File: config.mk
export PLATFORM = sky130hd
export DESIGN_NAME = pwm_timing_unit
export DESIGN_NICKNAME = d
export VERILOG_FILES = /design/src/hdl/pwm_timing_pkg.sv /design/src/hdl/pwm_phase_gen.sv /design/src/hdl/pwm_timing_unit.sv
export SDC_FILE = /design/constraint.sdc
export NUM_CORES = 1
export LEC_CHECK = 0
export BUFFER_PORTS_ARGS = -buffer_cell sky130_fd_sc_hd__buf_2
export CAP_MARGIN = 10
export CORE_MARGIN = 2
export CORE_UTILIZATION = 65
export CTS_CLUSTER_SIZE = 14
export DETAILED_ROUTE_END_ITERATION = 8
export GPL_TIMING_DRIVEN = 0
export PLACE_DENSITY = 0.84
export SLEW_MARGIN = 20
export SYNTH_ARGS = -nofsm -noshare
export SYNTH_HDL_FRONTEND = slang
export SYNTH_SLANG_ARGS = --single-unit
File: constraint.sdc
create_clock -name clk -period 16.98 [get_ports clk]
set_input_delay 3.396 -clock clk [delete_from_list [all_inputs] [get_ports clk]]
set_output_delay 3.396 -clock clk [all_outputs]
set_load 0.05 [all_outputs]
File: src/hdl/pwm_timing_pkg.sv
// Shared constants and types of the three-phase PWM timing unit
package pwm_timing_pkg;
    // ==========================================
    // Widths
    localparam int CNT_W = 16;
    localparam int DEAD_W = 10;
    localparam int SYNC_W = 8;
    localparam int MINP_W = 10;
    localparam int STEER_W = 9;
    localparam int N_PHASE = 3;
    // ==========================================
    // Register byte offsets on the bus
    localparam logic [7:0] ADDR_MODE = 8'h00;
    localparam logic [7:0] ADDR_STATUS = 8'h04;
    localparam logic [7:0] ADDR_HALF_PERIOD = 8'h08;
    localparam logic [7:0] ADDR_DEAD = 8'h0c;
    localparam logic [7:0] ADDR_MIN_PULSE = 8'h10;
    localparam logic [7:0] ADDR_SYNC_WIDTH = 8'h14;
    localparam logic [7:0] ADDR_DUTY_A = 8'h18;
    localparam logic [7:0] ADDR_DUTY_B = 8'h1c;
    localparam logic [7:0] ADDR_DUTY_C = 8'h20;
    localparam logic [7:0] ADDR_STEER = 8'h24;
    // ==========================================
    // Field positions
    localparam int MODE_DOUBLE_BIT = 6;
    localparam int STATUS_HALF_BIT = 3;
    // ==========================================
    // Reset values
    localparam logic [CNT_W-1:0] HALF_PERIOD_RESET = 16'h0000;
    localparam logic [DEAD_W-1:0] DEAD_RESET = 10'h000;
    localparam logic [MINP_W-1:0] MIN_PULSE_RESET = 10'h000;
    localparam logic [SYNC_W-1:0] SYNC_WIDTH_RESET = 8'h27;
    localparam logic [CNT_W-1:0] DUTY_RESET = 16'h0000;
    localparam logic [STEER_W-1:0] STEER_RESET = 9'h000;
    // ==========================================
    // Bus slave states
    typedef enum logic [2:0] {
        BUS_IDLE = 3'b001,
        BUS_WRITE = 3'b010,
        BUS_READ = 3'b100
    } bus_state_e;
endpackage

File: src/hdl/pwm_phase_gen.sv
// One complementary, dead-time adjusted, center-based output pair
`timescale 1ns/100ps
`default_nettype none
module pwm_phase_gen #(
    parameter int CNT_W = 16,
    parameter int DEAD_W = 10
) (
    // Clock, reset, enable
    input wire logic clk,
    input wire logic arst_n,
    input wire logic ce,
    // Shared timebase and latched settings
    input wire logic [CNT_W-1:0] cnt,
    input wire logic second_half,
    input wire logic [CNT_W-1:0] half_period,
    input wire logic [DEAD_W-1:0] dead,
    input wire logic [CNT_W-1:0] duty,
    // Active-low switch commands
    output logic high_n,
    output logic low_n
);
    logic signed [CNT_W+1:0] hi_raw;
    logic signed [CNT_W+1:0] lo_raw;
    logic signed [CNT_W+1:0] tm_s;
    logic [CNT_W-1:0] hi_on;
    logic [CNT_W-1:0] lo_on;

    if (DEAD_W > CNT_W || CNT_W < 2) begin : g_bad_width
        $error("pwm_phase_gen: DEAD_W must not exceed CNT_W");
    end

    // On-time per half period, clamped to 0..half period
    always_comb begin
        tm_s = $signed({2'b00, half_period});
        hi_raw = $signed({2'b00, duty}) - $signed({{(CNT_W + 2 - DEAD_W){1'b0}}, dead});
        lo_raw = tm_s - $signed({2'b00, duty})
            - $signed({{(CNT_W + 2 - DEAD_W){1'b0}}, dead});
        hi_on = (hi_raw < 0) ? '0 : (hi_raw > tm_s) ? half_period : hi_raw[CNT_W-1:0];
        lo_on = (lo_raw < 0) ? '0 : (lo_raw > tm_s) ? half_period : lo_raw[CNT_W-1:0];
    end

    // High side is on around the period centre, low side at the ends;
    // each edge sits dead cycles away from the duty instant.
    // A zero on-time is gated explicitly: with a zero half period the
    // threshold would otherwise be 0 and match at cnt 0
    always_ff @(posedge clk or negedge arst_n) begin
        if (!arst_n) begin
            high_n <= 1'b1;
            low_n <= 1'b1;
        end else if (ce) begin
            if (second_half) begin
                high_n <= !(cnt < hi_on);
                low_n <= !((lo_on != '0) && (cnt >= half_period - lo_on));
            end else begin
                high_n <= !((hi_on != '0) && (cnt >= half_period - hi_on));
                low_n <= !(cnt < lo_on);
            end
        end
    end
endmodule
`default_nettype wire

File: src/hdl/pwm_timing_unit.sv
// Three-phase PWM timing unit with its AHB-Lite register file
//
// Implementation choices: the register addresses and register access over AHB-Lite.
`timescale 1ns/100ps
`default_nettype none
module pwm_timing_unit
    import pwm_timing_pkg::*;
(
    // Clock, reset, enable
    input wire logic clk,
    input wire logic arst_n,
    input wire logic ce,
    // AHB-Lite slave
    input wire logic hsel,
    input wire logic [31:0] haddr,
    input wire logic [1:0] htrans,
    input wire logic hwrite,
    input wire logic [2:0] hsize,
    input wire logic [31:0] hwdata,
    input wire logic hready,
    output logic hreadyout,
    output logic hresp,
    output logic [31:0] hrdata,
    // Gate commands, active low
    output logic phase_a_high_out,
    output logic phase_a_low_out,
    output logic phase_b_high_out,
    output logic phase_b_low_out,
    output logic phase_c_high_out,
    output logic phase_c_low_out,
    // Sync and latched settings for later stages
    output logic period_sync_pulse,
    output logic sync_irq,
    output logic [STEER_W-1:0] steer_enable_out,
    output logic [MINP_W-1:0] min_pulse_active
);
    // ==========================================
    // Declarations
    bus_state_e state;
    logic [7:0] addr_q;
    logic addr_ok_q;
    logic accept;
    logic [31:0] rd_mux;
    logic mode_double;
    logic [CNT_W-1:0] half_period_count;
    logic [DEAD_W-1:0] dead_time_count;
    logic [MINP_W-1:0] min_pulse_count;
    logic [SYNC_W-1:0] sync_width_count;
    logic [CNT_W-1:0] duty_reg [N_PHASE];
    logic [STEER_W-1:0] output_steer_enable;
    logic [CNT_W-1:0] tm_lat;
    logic [DEAD_W-1:0] dead_lat;
    logic [SYNC_W-1:0] sync_w_lat;
    logic [CNT_W-1:0] duty_lat [N_PHASE];
    logic dbl_lat;
    logic [CNT_W-1:0] cnt;
    logic half;
    logic at_end;
    logic do_latch;
    logic [SYNC_W-1:0] sync_rem;
    logic [N_PHASE-1:0] high_n;
    logic [N_PHASE-1:0] low_n;
    logic [SYNC_W:0] hi_len;

    // ==========================================
    // Bus slave
    assign accept = hsel && hready && htrans[1] && ce;
    // Reads take one wait state so that a write just
    // before them is already in the registers
    assign hreadyout = ce && (state != BUS_READ);
    assign hresp = 1'b0;

    // Address phase capture and transfer state
    always_ff @(posedge clk or negedge arst_n) begin
        if (!arst_n) begin
            state <= BUS_IDLE;
            addr_q <= 8'h00;
            addr_ok_q <= 1'b0;
        end else if (ce) begin
            if (state == BUS_READ) begin
                state <= BUS_IDLE;
            end else if (accept) begin
                state <= hwrite ? BUS_WRITE : BUS_READ;
                addr_q <= haddr[7:0];
                addr_ok_q <= (haddr[31:8] == 24'h000000) && (haddr[1:0] == 2'b00);
            end else begin
                state <= BUS_IDLE;
            end
        end
    end

    // Read mux; unmapped addresses read as zero
    always_comb begin
        rd_mux = 32'h00000000;
        if (addr_ok_q) begin
            unique case (addr_q)
                ADDR_MODE: rd_mux[MODE_DOUBLE_BIT] = mode_double;
                ADDR_STATUS: rd_mux[STATUS_HALF_BIT] = half;
                ADDR_HALF_PERIOD: rd_mux[CNT_W-1:0] = half_period_count;
                ADDR_DEAD: rd_mux[DEAD_W-1:0] = dead_time_count;
                ADDR_MIN_PULSE: rd_mux[MINP_W-1:0] = min_pulse_count;
                ADDR_SYNC_WIDTH: rd_mux[SYNC_W-1:0] = sync_width_count;
                ADDR_DUTY_A: rd_mux[CNT_W-1:0] = duty_reg[0];
                ADDR_DUTY_B: rd_mux[CNT_W-1:0] = duty_reg[1];
                ADDR_DUTY_C: rd_mux[CNT_W-1:0] = duty_reg[2];
                ADDR_STEER: rd_mux[STEER_W-1:0] = output_steer_enable;
                default: rd_mux = 32'h00000000;
            endcase
        end
    end

    // Read data is registered during the wait state
    always_ff @(posedge clk or negedge arst_n) begin
        if (!arst_n) begin
            hrdata <= 32'h00000000;
        end else if (ce && state == BUS_READ) begin
            hrdata <= rd_mux;
        end
    end

    // Software registers, written in the data phase
    always_ff @(posedge clk or negedge arst_n) begin
        if (!arst_n) begin
            mode_double <= 1'b0;
            half_period_count <= HALF_PERIOD_RESET;
            dead_time_count <= DEAD_RESET;
            min_pulse_count <= MIN_PULSE_RESET;
            sync_width_count <= SYNC_WIDTH_RESET;
            duty_reg[0] <= DUTY_RESET;
            duty_reg[1] <= DUTY_RESET;
            duty_reg[2] <= DUTY_RESET;
            output_steer_enable <= STEER_RESET;
        end else if (ce && state == BUS_WRITE && addr_ok_q) begin
            unique case (addr_q)
                ADDR_MODE: mode_double <= hwdata[MODE_DOUBLE_BIT];
                ADDR_HALF_PERIOD: half_period_count <= hwdata[CNT_W-1:0];
                ADDR_DEAD: dead_time_count <= hwdata[DEAD_W-1:0];
                ADDR_MIN_PULSE: min_pulse_count <= hwdata[MINP_W-1:0];
                ADDR_SYNC_WIDTH: sync_width_count <= hwdata[SYNC_W-1:0];
                ADDR_DUTY_A: duty_reg[0] <= hwdata[CNT_W-1:0];
                ADDR_DUTY_B: duty_reg[1] <= hwdata[CNT_W-1:0];
                ADDR_DUTY_C: duty_reg[2] <= hwdata[CNT_W-1:0];
                ADDR_STEER: output_steer_enable <= hwdata[STEER_W-1:0];
                default: ;
            endcase
        end
    end

    // ==========================================
    // Half-period timebase
    // A zero half period makes every cycle a boundary
    // rather than letting the counter wrap for 65536
    assign at_end = (tm_lat == '0) || (cnt == tm_lat - 16'h0001);
    // Single mode latches at period start only; double also at midpoint
    assign do_latch = at_end && (half || dbl_lat);

    // Counter restarts at every half-period boundary
    always_ff @(posedge clk or negedge arst_n) begin
        if (!arst_n) begin
            cnt <= '0;
            half <= 1'b1;
        end else if (ce) begin
            if (at_end) begin
                cnt <= '0;
                half <= !half;
            end else begin
                cnt <= cnt + 16'h0001;
            end
        end
    end

    // Shadow copies taken at each sync rising edge
    always_ff @(posedge clk or negedge arst_n) begin
        if (!arst_n) begin
            tm_lat <= '0;
            dead_lat <= '0;
            min_pulse_active <= '0;
            sync_w_lat <= SYNC_WIDTH_RESET;
            duty_lat[0] <= '0;
            duty_lat[1] <= '0;
            duty_lat[2] <= '0;
            steer_enable_out <= '0;
            dbl_lat <= 1'b0;
        end else if (ce && do_latch) begin
            tm_lat <= half_period_count;
            dead_lat <= dead_time_count;
            min_pulse_active <= min_pulse_count;
            sync_w_lat <= sync_width_count;
            duty_lat[0] <= duty_reg[0];
            duty_lat[1] <= duty_reg[1];
            duty_lat[2] <= duty_reg[2];
            steer_enable_out <= output_steer_enable;
            dbl_lat <= mode_double;
        end
    end

    // ==========================================
    // Sync pulse and interrupt request
    // A new sync restarts the width count, so an over-long
    // width merges into one continuous high level
    always_ff @(posedge clk or negedge arst_n) begin
        if (!arst_n) begin
            period_sync_pulse <= 1'b0;
            sync_rem <= '0;
        end else if (ce) begin
            if (do_latch) begin
                period_sync_pulse <= 1'b1;
                sync_rem <= sync_width_count;
            end else if (sync_rem != '0) begin
                sync_rem <= sync_rem - 8'h01;
            end else begin
                period_sync_pulse <= 1'b0;
            end
        end
    end

    // One-cycle request to the core per sync edge
    always_ff @(posedge clk or negedge arst_n) begin
        if (!arst_n) begin
            sync_irq <= 1'b0;
        end else if (ce) begin
            sync_irq <= do_latch;
        end
    end

    // ==========================================
    // Output pairs, one per phase
    for (genvar i = 0; i < N_PHASE; i++) begin : g_phase
        pwm_phase_gen #(
            .CNT_W(CNT_W),
            .DEAD_W(DEAD_W)
        ) u_pair (
            .clk(clk),
            .arst_n(arst_n),
            .ce(ce),
            .cnt(cnt),
            .second_half(half),
            .half_period(tm_lat),
            .dead(dead_lat),
            .duty(duty_lat[i]),
            .high_n(high_n[i]),
            .low_n(low_n[i])
        );
    end

    // Low means switch on
    assign phase_a_high_out = high_n[0];
    assign phase_a_low_out = low_n[0];
    assign phase_b_high_out = high_n[1];
    assign phase_b_low_out = low_n[1];
    assign phase_c_high_out = high_n[2];
    assign phase_c_low_out = low_n[2];

    // Length of the current sync high level
    always_ff @(posedge clk or negedge arst_n) begin
        if (!arst_n) begin
            hi_len <= '0;
        end else if (ce) begin
            if (do_latch) begin
                hi_len <= 9'h001;
            end else if (period_sync_pulse && sync_rem != '0) begin
                hi_len <= hi_len + 9'h001;
            end
        end
    end
endmodule
`default_nettype wire

==> impl_metrics.ini, run 1 <==
[sta]
rsz0062_at_grt = no
timing.slew.headroom_pct = 14.0
fin_skew_ps = 19.4
finalHoldViolCount = 0
finalCriticalPeriod_ps = 12020
timing.final.max_slew_violations = 0
setup_viol = 0
tightest_slew_ps = 1290
clock.fmax_mhz = 83.2
fin_setup_tns_ps = 0
finalCritPeriodShare_pct = 70.8

[route]
wl_per_cell_um = 25.4
drc = 0
via_per_inst = 6.79
via_count = 26800
drt_iter0_markers = 2726
ant_nets = 0
drt_wl_total_um = 100000
drtPass1Iterations = 7

[cts]
cts_root_buffer = clkbuf_16
cts_buffer_depth = 3
clock_sink_count = 257
cts_hold_buf = 0
cts_made_buffers = 28
post_cts_buffers = 0
clock_latency_ps = 590
cts_tree = done
cts_resized = 0
clk_pin_slew_ps = 80
cts.htree.levels = 1

[logic_synthesis]
synthCells = 3190
synth.avg_cell_area_um2 = 8.86
synth_seq_cells = 257
ys_types = 88
netlist_area_mm2 = 0.0282
synth_edf_count = 0
synth_ff_type = dfrtp_1
ys_seq_area_share_pct = 22.8
ys_async_sr_fraction_pct = 100
ys_warn_count = 0

[global_route]
grt_pass1_wl_um = 150000
grt_util_met2_pct = 67.0
grt_usage_pct = 44.2
grt_pass1_vias = 26000
antenna_found_initial = 6
grt.met3_usage_pct = 8.83
grt_max_degree = 95
grt-ovfl-total = 0
grt_use_met1_pct = 55.9
grt_most_used_layer = met2

[die]
start_util_pct = 65.7
core-area_mm2 = 0.0430
num_io_pins = 136
rows = 76
dieArea_mm2 = 0.0451
die_h_um = 212
die_w_um = 212

[critical_path]
crit_path_start_kind = flip-flop
critPathKind = reg -> reg
cp_max_fo = 14
critPathCaptureType = flip-flop
path_common_cell = a21oi_1
critPathRequiredTime_ps = 17480
cpPeakStageDelay_ps = 690
slowest_stage = inv_1
worstPathArrival_ps = 12530

[finish]
synthToLayoutAreaGrowth_pct = 8.07
final_util_pct = 71.0
design_area_mm2 = 0.0305
drive_above_1_share_pct = 13.6
instances_no_fill = 3946
fillers = 3240
finalNetCount = 3910

[placement]
dp.cells = 3891
gp_congestion = 1.04
port-buffer-count = 97
hpwl_um = 74600
placed_cell_area_mm2 = 0.0296

[power]
peakVddDrop_mv = 0.111
leakage_uw = 0.0149
power.density_mw_per_mm2 = 48.0
power_uw = 1470

[hold_path]
hp-class = reg -> reg

[run]
drv.max_cap_violation_count = 0

[outcome]
status = completed
==> per-layer routing <==
layer / vias to the layer above / wire length (um)
met5: - / 27
met4: 4 / 8690
met3: 466 / 10100
met2: 1594 / 42200
met1: 12700 / 39200
li1: 12000 / -
==> power by group <==
part / total, uW / switching (uW) / internal [uW]
logic: 212 / 140 / 71.7
clock network: 611 / 268 / 343
registers: 644 / 13.8 / 630
total: 1470 / 422 / 1040
==> logic make-up after synthesis <==
kind of cell / after synthesis / share of synthesized area (%)
buf+inv: 303 / 4.34
simple gates: 821 / 14.4
flops: 257 / 22.8
xor+xnor: 218 / 6.76
compound gates: 856 / 19.8
mux: 235 / 9.33
other cells: 1 / 0.0133
fa+ha+maj: 499 / 22.5
==> path summary, 6_finish.rpt <==
check | startpoint | end | slack [ps] | depth (start not counted)
max | tm_lat[0] | g_phase[2].u_pair.low_n | 4960 | 46
min | period_sync_pulse | period_sync_pulse | 480 | 2
max reg2reg | tm_lat[0] | g_phase[2].u_pair.low_n | 4960 | 46
min reg2reg | period_sync_pulse | period_sync_pulse | 480 | 2
max in group asynchronous | arst_n | g_phase[1].u_pair.low_n | 12830 | 3
min in group asynchronous | arst_n | steer_enable_out[5] | 2800 | 1
==> through the flow <==
stage	hold slack (ps)	worst slack [ps]
after floorplan	467	7730
after global routing	509	4380
after detailed placement	470	5130
after CTS	486	5120
after global placement	458	5240
final	477	4960
==> cell type report <==
class                   count  area, um^2  share of cell area, %
clock buffers              41         800                   2.62
well taps                 585         732                   2.40
flip-flops and latches    257        6450                   21.1
diodes                      5        12.5                 0.0410
repair buffers            100         558                   1.83
multi-input cells        2646       20700                   67.7
clock inverters             9        96.3                  0.316
inverters                 203         762                   2.50
plain buffers             100         464                   1.52
==> placed cells by master (no fill, tap or decap), drive strengths merged, types with 14 or more instances in the layout <==
master and instances:
a211oi 28, a21boi 15, a21o 121, a21oi 213, a22o 14, a22oi 33
a31oi 14, and3 26, buf 139, clkbuf 102, conb 17, dfrtp 245
fa 15, ha 484, inv 204, mux2 227, nand2 233, nand2b 44
nand3 59, nand4 53, nor2 152, nor2b 55, nor3 77, nor4 28
o211ai 32, o21a 45, o21ai 198, o21bai 24, o31ai 16, or2 23
or3 21, xnor2 135, xor2 83
==> critical path: cells and delay by family, from the launching register on <==
kind	cells	cell delay, ps
adders and majority gates	6	2200
buffers and inverters	4	1800
AOI/OAI and AO/OA	23	4660
and+or+nand+nor	9	1660
xor gates and xnor gates	3	700
muxes	1	260
DFF	1	610
==> cells in the mapped netlist, types with 15 or more instances <==
master / n / share of area [%]
ha_1: 484 / 21
dfrtp_1: 245 / 22
nand2_1: 233 / 3.1
mux2_2: 227 / 9.0
a21oi_1: 213 / 3.8
inv_1: 201 / 2.7
o21ai_0: 191 / 3.4
nor2_1: 152 / 2.0
xnor2_1: 135 / 4.2
a21o_1: 121 / 3.2
xor2_1: 83 / 2.6
nor3_1: 77 / 1.4
clkbuf_1: 61 / 0.81
nand3_1: 59 / 1.0
nor2b_1: 55 / 1.2
nand4_1: 53 / 1.2
o21a_1: 45 / 1.2
nand2b_1: 44 / 0.97
a22oi_1: 33 / 0.88
o211ai_1: 32 / 0.85
a211oi_1: 28 / 0.74
nor4_1: 28 / 0.62
and3_1: 25 / 0.55
o21bai_1: 24 / 0.64
or2_2: 22 / 0.49
or3_1: 21 / 0.47
buf_4: 17 / 0.45
o31ai_1: 16 / 0.43
fa_1: 15 / 1.1
Note: power is estimated with default switching activity, not from simulation.
==> run 2, diff against run 1 <==
--- a/config.mk
+++ b/config.mk
@@ -8,11 +8,11 @@
 export BUFFER_PORTS_ARGS = -buffer_cell sky130_fd_sc_hd__buf_2
 export CAP_MARGIN = 10
 export CORE_MARGIN = 2
-export CORE_UTILIZATION = 65
+export CORE_UTILIZATION = 58
 export CTS_CLUSTER_SIZE = 14
 export DETAILED_ROUTE_END_ITERATION = 8
 export GPL_TIMING_DRIVEN = 0
-export PLACE_DENSITY = 0.84
+export PLACE_DENSITY = 0.79
 export SLEW_MARGIN = 20
 export SYNTH_ARGS = -nofsm -noshare
 export SYNTH_HDL_FRONTEND = slang
==> constraint.sdc (replaced) <==
create_clock -name clk -period 10.2 [get_ports clk]
set_input_delay 2.04 -clock clk [delete_from_list [all_inputs] [get_ports clk]]
set_output_delay 2.04 -clock clk [all_outputs]
set_load 0.05 [all_outputs]
==> impl_metrics.ini, run 2 (synthesized netlist as in run 1, its figures left out) <==
[die]
rows = 80
start_util_pct = 58.9
num_io_pins = 136
dieArea_mm2 = 0.0505
core-area_mm2 = 0.0479
die_h_um = 225
die_w_um = 225

[critical_path]
slowest_stage = mux2i_1
critPathCaptureType = flip-flop
worstPathArrival_ps = 10340
r2r_cells = 48
crit_path_start_kind = flip-flop
cp_max_fo = 8
critPathRequiredTime_ps = 10680
worst-path-stages = 48
critPathKind = reg -> reg
endpoint = g_phase[2].u_pair.low_n
cpPeakStageDelay_ps = 490
r2r_end = g_phase[2].u_pair.low_n
rrSetupSlack_ps = 340
reg2reg_from = tm_lat[0]
cp_num_buf_inv = 4
cp-startpoint = tm_lat[0]
path_common_cell = ha_1
cp_top_family = compound AO/OA/AOI/OAI gates

[outcome]
status = completed

[finish]
final_cell_mix = 483 x ha_1, 234 x dfrtp_1, 233 x nand2_1, 227 x mux2_2, 204 x a21oi_1
final_common_cell = ha_1
finalNetCount = 3933
synthToLayoutAreaGrowth_pct = 9.64
drive_above_1_share_pct = 15.5
instances_no_fill = 3996
final_util_pct = 64.6

[global_route]
grt-ovfl-total = 0
grt_max_degree = 96
grt_pass1_wl_um = 150000
grt_usage_pct = 38.9
antenna_found_initial = 2
grt_pass1_vias = 25800

[power]
internal-power_uw = 1740
peakVddDrop_mv = 0.112
leakage_uw = 0.0151
sequentialPowerShare_pct = 43.8
power_frac_comb_pct = 14.5
swShare_pct = 28.8
p_clk_share_pct = 41.7
power_uw = 2440
power.density_mw_per_mm2 = 78.9
p_sw_uw = 704

[sta]
tightest_slew_ps = 1270
clock.fmax_mhz = 101
finalCritPeriodShare_pct = 96.7
finalHoldViolCount = 0
fin_skew_ps = 32.7
timing.final.max_slew_violations = 0
setup_viol = 0
finalCriticalPeriod_ps = 9860
timing.slew.headroom_pct = 15.2

[route]
wl_per_cell_um = 24.9
drc = 0
ant_nets = 0
via_per_inst = 6.64
drt_wl_total_um = 99600
via_count = 26500
drtPass1Iterations = 6
drt_iter0_markers = 2889

[cts]
clk_pin_slew_ps = 80
clock_sink_count = 257
cts_root_buffer = clkbuf_16
cts_buffer_depth = 3
cts.htree.levels = 1
clock_latency_ps = 590
cts_made_buffers = 28
cts_tree = done
cts_hold_buf = 0

[placement]
port-buffer-count = 97
gp_congestion = 0.994
hpwl_um = 74700
dp.cells = 3921

[run]
drv.max_cap_violation_count = 0

[hold_path]
hp-class = reg -> reg
holdPathStages = 2
==> run 2: metrics by stage <==
stage / hold WS, ps / cell area (um^2) / setup WS, ps / setup TNS, ps
floorplan: 467 / 28300 / 947 / 0
global placement: 464 / 29600 / -1470 / -3240
detailed placement: 471 / 29700 / -1560 / -3470
CTS: 487 / 30700 / 17.4 / 0
global route: 515 / 31000 / -71.1 / -126
finish: 480 / 31000 / 338 / 0
==> run 2: power groups by stage <==
stage	Clock, uW	Combinational, uW	Sequential (uW)
2_1_floorplan	0	215	1090
3_3_place_gp	0	330	1090
3_5_place_dp	0	345	1090
4_1_cts	1020	346	1070
5_1_grt	1060	377	1070
6_report	1020	354	1070
==> run 2: layer usage <==
metal  track usage (%)  part of all wire (%)  wire, um  vias up
met1              49.9                    40     39700    12600
met4              24.7                   7.9      7850        2
met5                 0                 0.013        13        -
li1                  -                     -         -    12100
met3              7.20                   9.7      9710      396
met2              60.4                    43     42400     1490
==> run 2: tightest hold or removal path, cell delays in order (launching register included) <==
cell and delay [ps]:
dfrtp_1 350, nand2_1 50, nand2_1 50
==> run 2: cell type report <==
type,count,area (um^2)
diodes,1,2.50
plain buffers,100,487
clock buffers,40,796
clock inverters,11,111
fillers,3869,17000
inverters,203,773
multi-input cells,2646,20800
flip-flops and latches,257,6470
well taps,615,769
repair buffers,123,754
==> run 2: what timing repair did <==
action	in CTS	in global routing
endpoints found under the setup margin	3	5
setup buffers	10	13
pin swaps	2	10
gates resized for setup	18	45
==> run 2: how the worst min path moves through the flow <==
stage | startpoint | slack (ps) | end
after floorplan | sync_rem[5] | 470 | sync_rem[5]
after global placement | period_sync_pulse | 460 | period_sync_pulse
after detailed placement | period_sync_pulse | 470 | period_sync_pulse
after CTS | period_sync_pulse | 490 | period_sync_pulse
after global routing | period_sync_pulse | 520 | period_sync_pulse
final | period_sync_pulse | 480 | period_sync_pulse
